### src/shared/mftc_pkg.sv
// mftc_pkg: register map, field positions and reset values of the
// timer mode control block.
// assumes a byte-addressed plain register port with 32-bit words.
package mftc_pkg;

  // ----------------------------------------------------------------
  // register offsets (byte addresses)
  // ----------------------------------------------------------------
  localparam int unsigned ADDR_W        = 8;
  localparam logic [7:0]  OFS_MODE_CTRL = 8'h00;
  localparam logic [7:0]  OFS_CNT_ONE   = 8'h04;
  localparam logic [7:0]  OFS_CNT_TWO   = 8'h08;
  localparam logic [7:0]  OFS_CR_A      = 8'h0c;
  localparam logic [7:0]  OFS_CR_B      = 8'h10;
  localparam logic [7:0]  OFS_PEND      = 8'h14;
  localparam logic [7:0]  OFS_PEND_CLR  = 8'h18;
  localparam logic [7:0]  OFS_PRESC     = 8'h1c;

  // ----------------------------------------------------------------
  // mode control field positions
  // ----------------------------------------------------------------
  localparam int unsigned F_MODE_LO  = 0;
  localparam int unsigned F_MODE_HI  = 1;
  localparam int unsigned F_A_EDGE   = 2;
  localparam int unsigned F_B_EDGE   = 3;
  localparam int unsigned F_A_EN     = 4;
  localparam int unsigned F_B_EN     = 5;
  localparam int unsigned F_A_LEVEL  = 6;
  localparam int unsigned F_ENABLE   = 7;
  localparam int unsigned F_PT_SEL   = 8;
  localparam int unsigned F_PT_SOFT  = 9;
  localparam int unsigned F_PT_TRIG  = 10;

  // ----------------------------------------------------------------
  // encodings and reset values
  // ----------------------------------------------------------------
  localparam logic [1:0]  MODE_PWM     = 2'h0;
  localparam int unsigned PEND_W       = 4;
  localparam int unsigned P_C1_UF      = 0;
  localparam int unsigned P_B_EDGE     = 1;
  localparam int unsigned P_A_EDGE     = 2;
  localparam int unsigned P_C2_UF      = 3;
  localparam logic [15:0] CNT_RESET    = 16'h0000;
  localparam logic [7:0]  PRESC_RESET  = 8'h00;
  localparam logic [31:0] RDATA_UNMAP  = 32'h0000_0000;

endpackage : mftc_pkg

### src/hdl/mftc_mode_ctrl.sv
// mftc_mode_ctrl: mode control register of a multifunction timer with
// the counter unit it steers (prescaler, two counters, reloads, flags).
// assumes a single-cycle register port and asynchronous timer pins.
//
// Function
// - output-level bit drives chan A in PWM
// - software write beats hardware toggle
// - level bit inert if input or disabled
// - enable bit; disabled stops counter clocks
// - disabled: counter, reload, flag writes ignored
// - disabled: prescaler and flags held reset
// - disabled: chan A pin becomes input
// - select bit plus mode 00b: pulse train
// - select bit inert outside mode 00b
// - soft trigger: start on event-bit write
// - no soft trigger: chan B edge starts
// - soft enable inert outside pulse-train mode
// - chan B input enable bit gates pin
// - counter two underflow clears event bit in pulse train
// - event-bit writes ignored in pulse train without soft enable
`timescale 1ns/1ps
`default_nettype none
module mftc_mode_ctrl #(
  parameter int unsigned CNT_W = 16
) (
  input  wire logic        core_clk,
  input  wire logic        resetn,
  input  wire logic [7:0]  reg_addr,
  input  wire logic [31:0] reg_wdata,
  input  wire logic        reg_wr,
  input  wire logic        reg_rd,
  output var  logic [31:0] reg_rdata,
  input  wire logic        chan_a_pin_i,
  output var  logic        chan_a_pin_o,
  output var  logic        chan_a_pin_oe,
  input  wire logic        chan_b_pin
);

  // ----------------------------------------------------------------
  // state
  // ----------------------------------------------------------------
  logic [1:0]       operating_mode_field_r;
  logic             a_edge_rise_r;
  logic             b_edge_rise_r;
  logic             chan_a_en_r;
  logic             chan_b_input_enable_r;
  logic             chan_a_output_level_r;
  logic             timer_unit_enable_r;
  logic             pulse_train_mode_select_r;
  logic             pulse_train_soft_trigger_enable_r;
  logic             pulse_train_event_trigger_r;
  logic [CNT_W-1:0] counter_one_r;
  logic [CNT_W-1:0] counter_two_r;
  logic [CNT_W-1:0] capture_reload_a_r;
  logic [CNT_W-1:0] capture_reload_b_r;
  logic [7:0]       presc_div_r;
  logic [7:0]       presc_cnt_r;
  logic [3:0]       interrupt_pending_flags_r;
  logic             oe_r;
  logic [31:0]      rdata_r;

  logic             a_edge;
  logic             b_edge;
  logic             wr_ctrl;
  logic             pt_mode;
  logic             tick;
  logic             cnt_go;
  logic             c1_uf;
  logic             c2_dec;
  logic             c2_uf;
  logic             trig_wr_ok;
  logic             b_start;
  logic [3:0]       pend_set;
  logic [3:0]       pend_clr;

  // ----------------------------------------------------------------
  // pin synchronisers
  // ----------------------------------------------------------------
  mftc_pin_edge u_a_edge (
    .core_clk  (core_clk),
    .resetn    (resetn),
    .pin       (chan_a_pin_i),
    .rising_sel(a_edge_rise_r),
    .edge_seen (a_edge)
  );

  mftc_pin_edge u_b_edge (
    .core_clk  (core_clk),
    .resetn    (resetn),
    .pin       (chan_b_pin),
    .rising_sel(b_edge_rise_r),
    .edge_seen (b_edge)
  );

  // ----------------------------------------------------------------
  // decode and counter-unit timing
  // ----------------------------------------------------------------
  // pulse-train mode only with mode field 00b
  always_comb begin
    wr_ctrl = reg_wr && (reg_addr == mftc_pkg::OFS_MODE_CTRL);
    pt_mode = pulse_train_mode_select_r &&
              (operating_mode_field_r == mftc_pkg::MODE_PWM);
    tick    = timer_unit_enable_r && (presc_cnt_r == presc_div_r);
    // pulse train counts only while a train is in flight
    cnt_go  = tick && (!pt_mode || pulse_train_event_trigger_r);
    c1_uf   = cnt_go && (counter_one_r == '0);
    // in mode 00b counter two counts finished pulses of a pulse train only (high phase end)
    c2_dec  = (operating_mode_field_r == mftc_pkg::MODE_PWM) ?
              (pt_mode && c1_uf && chan_a_output_level_r) : tick;
    c2_uf   = c2_dec && (counter_two_r == '0);
  end

  // trigger handling; soft enable only matters in pulse-train mode
  always_comb begin
    trig_wr_ok = !(pt_mode && !pulse_train_soft_trigger_enable_r);
    b_start    = pt_mode && !pulse_train_soft_trigger_enable_r &&
                 chan_b_input_enable_r && b_edge;
  end

  // ----------------------------------------------------------------
  // mode control register
  // ----------------------------------------------------------------
  // whole-word write; reserved bits are dropped
  always_ff @(posedge core_clk or negedge resetn) begin
    if (!resetn) begin
      operating_mode_field_r            <= 2'h0;
      a_edge_rise_r                     <= 1'b0;
      b_edge_rise_r                     <= 1'b0;
      chan_a_en_r                       <= 1'b0;
      chan_b_input_enable_r             <= 1'b0;
      timer_unit_enable_r               <= 1'b0;
      pulse_train_mode_select_r         <= 1'b0;
      pulse_train_soft_trigger_enable_r <= 1'b0;
    end else if (wr_ctrl) begin
      operating_mode_field_r <= reg_wdata[mftc_pkg::F_MODE_HI:mftc_pkg::F_MODE_LO];
      a_edge_rise_r                     <= reg_wdata[mftc_pkg::F_A_EDGE];
      b_edge_rise_r                     <= reg_wdata[mftc_pkg::F_B_EDGE];
      chan_a_en_r                       <= reg_wdata[mftc_pkg::F_A_EN];
      chan_b_input_enable_r             <= reg_wdata[mftc_pkg::F_B_EN];
      timer_unit_enable_r               <= reg_wdata[mftc_pkg::F_ENABLE];
      pulse_train_mode_select_r         <= reg_wdata[mftc_pkg::F_PT_SEL];
      pulse_train_soft_trigger_enable_r <= reg_wdata[mftc_pkg::F_PT_SOFT];
    end
  end

  // level bit: hardware toggles it, a same-cycle write wins
  always_ff @(posedge core_clk or negedge resetn) begin
    if (!resetn) begin
      chan_a_output_level_r <= 1'b0;
    end else if (wr_ctrl) begin
      chan_a_output_level_r <= reg_wdata[mftc_pkg::F_A_LEVEL];
    end else if (c1_uf && chan_a_en_r &&
                 operating_mode_field_r == mftc_pkg::MODE_PWM) begin
      chan_a_output_level_r <= ~chan_a_output_level_r;
    end
  end

  // event bit: external start sets, underflow clears, write if allowed
  always_ff @(posedge core_clk or negedge resetn) begin
    if (!resetn) begin
      pulse_train_event_trigger_r <= 1'b0;
    end else if (b_start) begin
      pulse_train_event_trigger_r <= 1'b1;
    end else if (wr_ctrl && trig_wr_ok) begin
      pulse_train_event_trigger_r <= reg_wdata[mftc_pkg::F_PT_TRIG];
    end else if (c2_uf && pt_mode) begin
      pulse_train_event_trigger_r <= 1'b0;
    end
  end

  // ----------------------------------------------------------------
  // prescaler
  // ----------------------------------------------------------------
  // count held at reset value whenever the unit is off
  always_ff @(posedge core_clk or negedge resetn) begin
    if (!resetn) begin
      presc_cnt_r <= mftc_pkg::PRESC_RESET;
    end else if (!timer_unit_enable_r) begin
      presc_cnt_r <= mftc_pkg::PRESC_RESET;
    end else if (tick) begin
      presc_cnt_r <= mftc_pkg::PRESC_RESET;
    end else begin
      presc_cnt_r <= presc_cnt_r + 8'h01;
    end
  end

  // divider setting, writable at any time
  always_ff @(posedge core_clk or negedge resetn) begin
    if (!resetn) begin
      presc_div_r <= mftc_pkg::PRESC_RESET;
    end else if (reg_wr && reg_addr == mftc_pkg::OFS_PRESC) begin
      presc_div_r <= reg_wdata[7:0];
    end
  end

  // ----------------------------------------------------------------
  // counters and reload registers
  // ----------------------------------------------------------------
  // counter one: high phase reloads from A, low phase from B
  always_ff @(posedge core_clk or negedge resetn) begin
    if (!resetn) begin
      counter_one_r <= mftc_pkg::CNT_RESET;
    end else if (reg_wr && timer_unit_enable_r &&
                 reg_addr == mftc_pkg::OFS_CNT_ONE) begin
      counter_one_r <= reg_wdata[CNT_W-1:0];
    end else if (c1_uf) begin
      counter_one_r <= (operating_mode_field_r == mftc_pkg::MODE_PWM &&
                        chan_a_output_level_r) ? capture_reload_b_r
                                               : capture_reload_a_r;
    end else if (cnt_go) begin
      counter_one_r <= counter_one_r - 1'b1;
    end
  end

  // counter two: pulse count in pulse train, held in plain PWM, free timer in other modes
  always_ff @(posedge core_clk or negedge resetn) begin
    if (!resetn) begin
      counter_two_r <= mftc_pkg::CNT_RESET;
    end else if (reg_wr && timer_unit_enable_r &&
                 reg_addr == mftc_pkg::OFS_CNT_TWO) begin
      counter_two_r <= reg_wdata[CNT_W-1:0];
    end else if (c2_uf) begin
      counter_two_r <= capture_reload_b_r;
    end else if (c2_dec) begin
      counter_two_r <= counter_two_r - 1'b1;
    end
  end

  // reload registers, frozen to software while disabled
  always_ff @(posedge core_clk or negedge resetn) begin
    if (!resetn) begin
      capture_reload_a_r <= mftc_pkg::CNT_RESET;
      capture_reload_b_r <= mftc_pkg::CNT_RESET;
    end else if (reg_wr && timer_unit_enable_r) begin
      if (reg_addr == mftc_pkg::OFS_CR_A) begin
        capture_reload_a_r <= reg_wdata[CNT_W-1:0];
      end
      if (reg_addr == mftc_pkg::OFS_CR_B) begin
        capture_reload_b_r <= reg_wdata[CNT_W-1:0];
      end
    end
  end

  // ----------------------------------------------------------------
  // pending flags
  // ----------------------------------------------------------------
  always_comb begin
    pend_set = '0;
    pend_set[mftc_pkg::P_C1_UF]  = c1_uf;
    pend_set[mftc_pkg::P_B_EDGE] = b_edge && chan_b_input_enable_r;
    pend_set[mftc_pkg::P_A_EDGE] = a_edge && !oe_r && chan_a_en_r;
    pend_set[mftc_pkg::P_C2_UF]  = c2_uf;
    pend_clr = (reg_wr && timer_unit_enable_r && reg_addr == mftc_pkg::OFS_PEND_CLR) ?
               reg_wdata[3:0] : 4'h0;
  end

  // set beats a same-cycle clear; off means held clear
  always_ff @(posedge core_clk or negedge resetn) begin
    if (!resetn) begin
      interrupt_pending_flags_r <= 4'h0;
    end else if (!timer_unit_enable_r) begin
      interrupt_pending_flags_r <= 4'h0;
    end else begin
      interrupt_pending_flags_r <= (interrupt_pending_flags_r & ~pend_clr) | pend_set;
    end
  end

  // ----------------------------------------------------------------
  // chan A drive and read port
  // ----------------------------------------------------------------
  // drive only as PWM output of an enabled unit
  always_ff @(posedge core_clk or negedge resetn) begin
    if (!resetn) begin
      oe_r <= 1'b0;
    end else begin
      oe_r <= timer_unit_enable_r && chan_a_en_r &&
              operating_mode_field_r == mftc_pkg::MODE_PWM;
    end
  end

  // read data valid the cycle after the strobe only
  always_ff @(posedge core_clk or negedge resetn) begin
    if (!resetn) begin
      rdata_r <= mftc_pkg::RDATA_UNMAP;
    end else if (reg_rd) begin
      rdata_r <= mftc_pkg::RDATA_UNMAP;
      unique case (reg_addr)
        mftc_pkg::OFS_MODE_CTRL: rdata_r <= {21'h0, pulse_train_event_trigger_r,
          pulse_train_soft_trigger_enable_r, pulse_train_mode_select_r,
          timer_unit_enable_r, chan_a_output_level_r, chan_b_input_enable_r,
          chan_a_en_r, b_edge_rise_r, a_edge_rise_r, operating_mode_field_r};
        mftc_pkg::OFS_CNT_ONE:  rdata_r[CNT_W-1:0] <= counter_one_r;
        mftc_pkg::OFS_CNT_TWO:  rdata_r[CNT_W-1:0] <= counter_two_r;
        mftc_pkg::OFS_CR_A:     rdata_r[CNT_W-1:0] <= capture_reload_a_r;
        mftc_pkg::OFS_CR_B:     rdata_r[CNT_W-1:0] <= capture_reload_b_r;
        mftc_pkg::OFS_PEND:     rdata_r[3:0] <= interrupt_pending_flags_r;
        mftc_pkg::OFS_PRESC:    rdata_r[7:0] <= presc_div_r;
        default:                rdata_r <= mftc_pkg::RDATA_UNMAP;
      endcase
    end else begin
      rdata_r <= mftc_pkg::RDATA_UNMAP;
    end
  end

  // pin level is the level bit itself, so the two never disagree
  always_comb begin
    reg_rdata     = rdata_r;
    chan_a_pin_o  = chan_a_output_level_r;
    chan_a_pin_oe = oe_r;
  end

  // ----------------------------------------------------------------
  // assertions
  // ----------------------------------------------------------------
  AST_OE_OFF_DIS: assert property (@(posedge core_clk) disable iff (!resetn)
    !timer_unit_enable_r |=> !chan_a_pin_oe)
    else $error("chan A still driven while unit disabled");

  AST_PRESC_HOLD: assert property (@(posedge core_clk) disable iff (!resetn)
    !timer_unit_enable_r |=> presc_cnt_r == mftc_pkg::PRESC_RESET)
    else $error("prescaler not held while disabled");

  AST_PEND_HOLD: assert property (@(posedge core_clk) disable iff (!resetn)
    !timer_unit_enable_r ##1 !timer_unit_enable_r |-> interrupt_pending_flags_r == 4'h0)
    else $error("pending flags not held while disabled");

  AST_CNT_WR_BLOCK: assert property (@(posedge core_clk) disable iff (!resetn)
    (reg_wr && !timer_unit_enable_r && reg_addr == mftc_pkg::OFS_CNT_ONE)
    |=> $stable(counter_one_r))
    else $error("counter one took a write while disabled");

  AST_SW_WINS: assert property (@(posedge core_clk) disable iff (!resetn)
    wr_ctrl |=> chan_a_output_level_r == $past(reg_wdata[mftc_pkg::F_A_LEVEL]))
    else $error("level bit lost a software write");

  AST_PTET_IGNORE: assert property (@(posedge core_clk) disable iff (!resetn)
    (wr_ctrl && pt_mode && !pulse_train_soft_trigger_enable_r && !b_start &&
     !pulse_train_event_trigger_r) |=> !pulse_train_event_trigger_r)
    else $error("event bit written without soft enable");

  AST_PTET_CLR: assert property (@(posedge core_clk) disable iff (!resetn)
    (c2_uf && pt_mode && !wr_ctrl && !b_start) |=> !pulse_train_event_trigger_r)
    else $error("event bit kept after counter two underflow");

  AST_NO_PULSE_IDLE: assert property (@(posedge core_clk) disable iff (!resetn)
    (pt_mode && !pulse_train_event_trigger_r && !wr_ctrl)
    |=> $stable(chan_a_output_level_r))
    else $error("pulse produced with no trigger");

  AST_BEDGE_START: assert property (@(posedge core_clk) disable iff (!resetn)
    (pt_mode && !pulse_train_soft_trigger_enable_r && chan_b_input_enable_r && b_edge)
    |=> pulse_train_event_trigger_r)
    else $error("chan B edge did not start a train");

endmodule : mftc_mode_ctrl
`default_nettype wire

### src/hdl/mftc_pin_edge.sv
// mftc_pin_edge: two-flop synchroniser and selectable edge detector
// for one timer pin.
// assumes pin is asynchronous to core_clk.
`timescale 1ns/1ps
`default_nettype none
module mftc_pin_edge (
  input  wire logic core_clk,
  input  wire logic resetn,
  input  wire logic pin,
  input  wire logic rising_sel,
  output var  logic edge_seen
);

  logic meta_r;
  logic sync_r;
  logic prev_r;

  // ----------------------------------------------------------------
  // synchroniser: only sync_r reads meta_r
  // ----------------------------------------------------------------
  always_ff @(posedge core_clk or negedge resetn) begin
    if (!resetn) begin
      meta_r <= 1'b0;
      sync_r <= 1'b0;
      prev_r <= 1'b0;
    end else begin
      meta_r <= pin;
      sync_r <= meta_r;
      prev_r <= sync_r;
    end
  end

  // edge pulse, one cycle, polarity from the edge select
  always_comb begin
    edge_seen = rising_sel ? (sync_r & ~prev_r) : (~sync_r & prev_r);
  end

endmodule : mftc_pin_edge
`default_nettype wire

### config.mk
export PLATFORM = sky130hd
export DESIGN_NAME = mftc_mode_ctrl
export DESIGN_NICKNAME = d
export VERILOG_FILES = /design/src/shared/mftc_pkg.sv /design/src/hdl/mftc_mode_ctrl.sv /design/src/hdl/mftc_pin_edge.sv
export SDC_FILE = /design/constraint.sdc
export NUM_CORES = 1
export LEC_CHECK = 0
export ABC_AREA = 1
export BUFFER_PORTS_ARGS = -buffer_cell sky130_fd_sc_hd__buf_4
export CORE_MARGIN = 2
export CORE_UTILIZATION = 45
export CTS_CLUSTER_SIZE = 40
export DETAILED_ROUTE_END_ITERATION = 10
export GPL_TIMING_DRIVEN = 0
export PLACE_DENSITY = 0.63
export SETUP_SLACK_MARGIN = 0.4
export SLEW_MARGIN = 10
export SYNTH_ARGS = -nofsm -noshare
export SYNTH_HDL_FRONTEND = slang
export SYNTH_HIERARCHICAL = 1
export SYNTH_SLANG_ARGS = --single-unit
### constraint.sdc
create_clock -name core_clk -period 2.7 [get_ports core_clk]
set_clock_uncertainty 0.1 [all_clocks]
set_input_delay 0.135 -clock core_clk [delete_from_list [all_inputs] [get_ports core_clk]]
set_output_delay 0.135 -clock core_clk [all_outputs]
set_load 0.005 [all_outputs]
==> results.yml <==
status:
  outcome: "complete, no violations"
synthesis:
  synth.most_common_cell: "nand2_1"
  async_flop_share: 1.000
  synth.area.top_cells: "dfrtp_1 (43%), nand2_1 (13%), o21ai_0 (6.2%)"
  synth_cells: 912
  ys.flop_type: "dfrtp_1"
  syn_area_mm2: 0.006860
  synth_compound_area_frac: 0.1446
  synth_xor_area_frac: 0.03575
  syn_area_per_cell_um2: 7.522
  synth_simple_gate_area_share: 0.2725
  synth_warnings: 6
  synth-seq-cells: 118
  synth_top_family_by_area: "simple AND/OR/NAND/NOR gates"
  synth.yosys.seq_area_share: 0.4304
  synth_top_area_cell: "dfrtp_1"
  synth.area.mux_share: 0
  synthAdderAreaFrac: 0.007295
  ys_types: 48
  yosys-top-cells-count: "nand2_1 (244), dfrtp_1 (118), inv_1 (113), o21ai_0 (85), nor2_1 (61)"
  yosysTopAreaCellShare: 0.4304
  synth-edff-count: 0
global_routing:
  grt_max_degree: 81
  grt_use_total: 0.2786
  grt_pass1_wl_mm: 34.39
  grt.overflow.total: 0
  antenna_found_initial: 0
  grt_pass1_vias: 6281
drt:
  via_count: 6511
  drt-vias-per-instance: 5.346
  wl_mm: 21.41
  drc: 0
  ant_nets: 0
  firstDrtPassIters: 5
  wl_per_cell_um: 17.57
  drt_iter0_drc: 646
layout:
  drive_gt1_frac: 0.1456
  fin_nets: 1067
  diodes: 0
  fillers: 1443
  fin_cells: 1218
  syn_to_final_growth_pct: 21.83
  final_util: 0.5560
clock_network:
  insertion_delay_ps: 420
  cts-root-buf: "clkbuf_16"
  clk_pin_slew_ps: 60
  cts_num_sinks: 118
  cts_tree: "done"
  ctsHtreeMaxLevel: 4
  cts_buffers: 17
  clock_path_buffers: 2
place:
  gp_congestion: 0.9262
  port_buffers: 47
  dp_cells: 1163
  dp_hpwl_mm: 16.04
critical_path:
  setup.worst_path.end: "counter_two_r[6]"
  cp.required_ps: 2910
  reg2reg_to: "counter_two_r[6]"
  r2r_setup_slack_ps: 510
  path_class: "flop to flop"
  arrival_ps: 2400
  cp-startpoint: "counter_one_r[0]"
  endpoint_kind: "flop"
  ff2ff_path_depth: 12
  cp_max_fo: 10
  r2r_start: "counter_one_r[0]"
  start_kind: "flop"
timing:
  worst_pin_slew_ps: 603.4
  timing.final.crit_share: 0.8120
  report.final.slew_viol_count: 0
  period_minus_slack_ps: 2192
  slew_headroom: 0.5950
  hold_violations: 0
  rsz0062_at_grt: "true"
  setup-tns-final_ps: 0
  max_freq_mhz: 456.1
  finalSetupViolCount: 0
floorplanning:
  start_util: 0.4563
  die_w_um: 127.5
  rows: 45
  coreArea_mm2: 0.01503
  die_h_um: 127.5
  io_pins: 80
  die_area_mm2: 0.01625
worst_hold_path:
  hp-class: "input pin to asynchronous set/reset pin"
power:
  total_power_mw: 5.927
  cellPowerDensity_mw_per_mm2: 709.1
  max-vdd-ir-drop_mv: 0.4609
  p_leak_nw: 4.117
run:
  drv_cap: 0
## flip-flops by register name (all words and copies together) (netlist names), 2 cells and up
| register | flops |
|---|---|
| counter_one_r | 16 |
| capture_reload_b_r | 16 |
| presc_cnt_r | 8 |
| reg_rdata | 16 |
| counter_two_r | 16 |
| operating_mode_field_r | 2 |
| presc_div_r | 8 |
| interrupt_pending_flags_r | 4 |
| capture_reload_a_r | 16 |
## report_power, final
group / switching [mW] / internal [mW] / leakage (nW) / total, mW
combinational: 0.994 / 0.591 / 2.24 / 1.59
clock: 0.820 / 1.43 / 0.276 / 2.25
sequential: 0.184 / 1.91 / 1.60 / 2.10
total: 2.00 / 3.93 / 4.12 / 5.93
## kinds of logic (layout without fill, tap and decap cells)
| kind of cell | count (synthesis) | after routing |
|---|---|---|
| and+or+nand+nor | 415 | 415 |
| buffers and inverters | 174 | 277 |
| AOI/OAI and AO/OA | 172 | 172 |
| DFF | 118 | 118 |
| xor gates and xnor gates | 28 | 28 |
| adders and majority gates | 4 | 4 |
| other | 1 | 16 |
## metrics by stage
step                instance area (um2)  hold WS, ps  worst slack, ps
detailed placement                 7536       -21.79            359.8
global route                       8358        139.7            407.1
finish                             8358        99.17            507.7
floorplan                          6917       -260.6            802.7
CTS                                8315        105.8            404.0
global placement                   7505        145.4            366.7
## worst min-delay path by stage
stage	end	cells after the start	slack [ps]
global placement	u_b_edge/meta_r	1	150
detailed placement	u_a_edge/prev_r	1	-20
finish	u_a_edge/sync_r	2	100
CTS	reg_rdata[3]	2	110
global route	u_a_edge/prev_r	2	140
floorplan	a_edge_rise_r	0	-260
## area by class of cell
class	instances	area, um2	share of cell area
Multi-Input combinational cell	635	3237	0.3873
Sequential cell	118	2953	0.3533
Buffer	43	251.5	0.03009
Tap cell	188	235.2	0.02814
Clock buffer	24	481.7	0.05763
Timing Repair Buffer	71	606.8	0.07260
Inverter	131	495.5	0.05928
Clock inverter	8	97.59	0.01168
## layer usage
layer  GRT usage  routed length [um]
met1      0.3917                9696
met2      0.4231                9470
met3     0.07161                1718
met4     0.08791                 520
met5           0                   0
## layout by cell type (no fill, tap or decap), types with 4 or more instances in the layout
cell type / instances
nand2_1: 243
dfrtp_1: 118
inv_1: 110
o21ai_0: 85
buf_4: 66
nor2_1: 60
nand3_1: 49
a21oi_1: 28
nand4_1: 23
xor2_1: 23
o22ai_1: 21
dlygate4sd3_1: 20
clkbuf_1: 19
clkbuf_16: 17
conb_1: 16
inv_2: 13
nor3_1: 10
a221oi_1: 10
buf_2: 8
o211ai_1: 8
nand2_2: 7
clkinv_1: 6
xnor2_1: 5
o2111ai_1: 5
o21ai_1: 4
nor2_4: 4
clkinv_2: 4
## repair_timing
action / 4_1_cts / 5_1_grt
hold endpoints to repair: 154 / 0
gates resized for setup: 1 / 7
buffers inserted: 0 / 3
hold buffers: 20 / 0
pin swaps: 0 / 4
endpoints found under the setup margin: 6 / 33
## worst max-delay path, stage by stage (launching register included)
cell and delay [ps]:
dfrtp_1 380, inv_2 120, ha_2 200, inv_1 100
nor2_4 130, nand3_2 130, nor2_4 220, nand4_4 150
nand2_4 130, buf_6 150, nand3_1 100, nand3_1 110
nand2_1 50
Note: power is estimated with default switching activity, not from simulation.
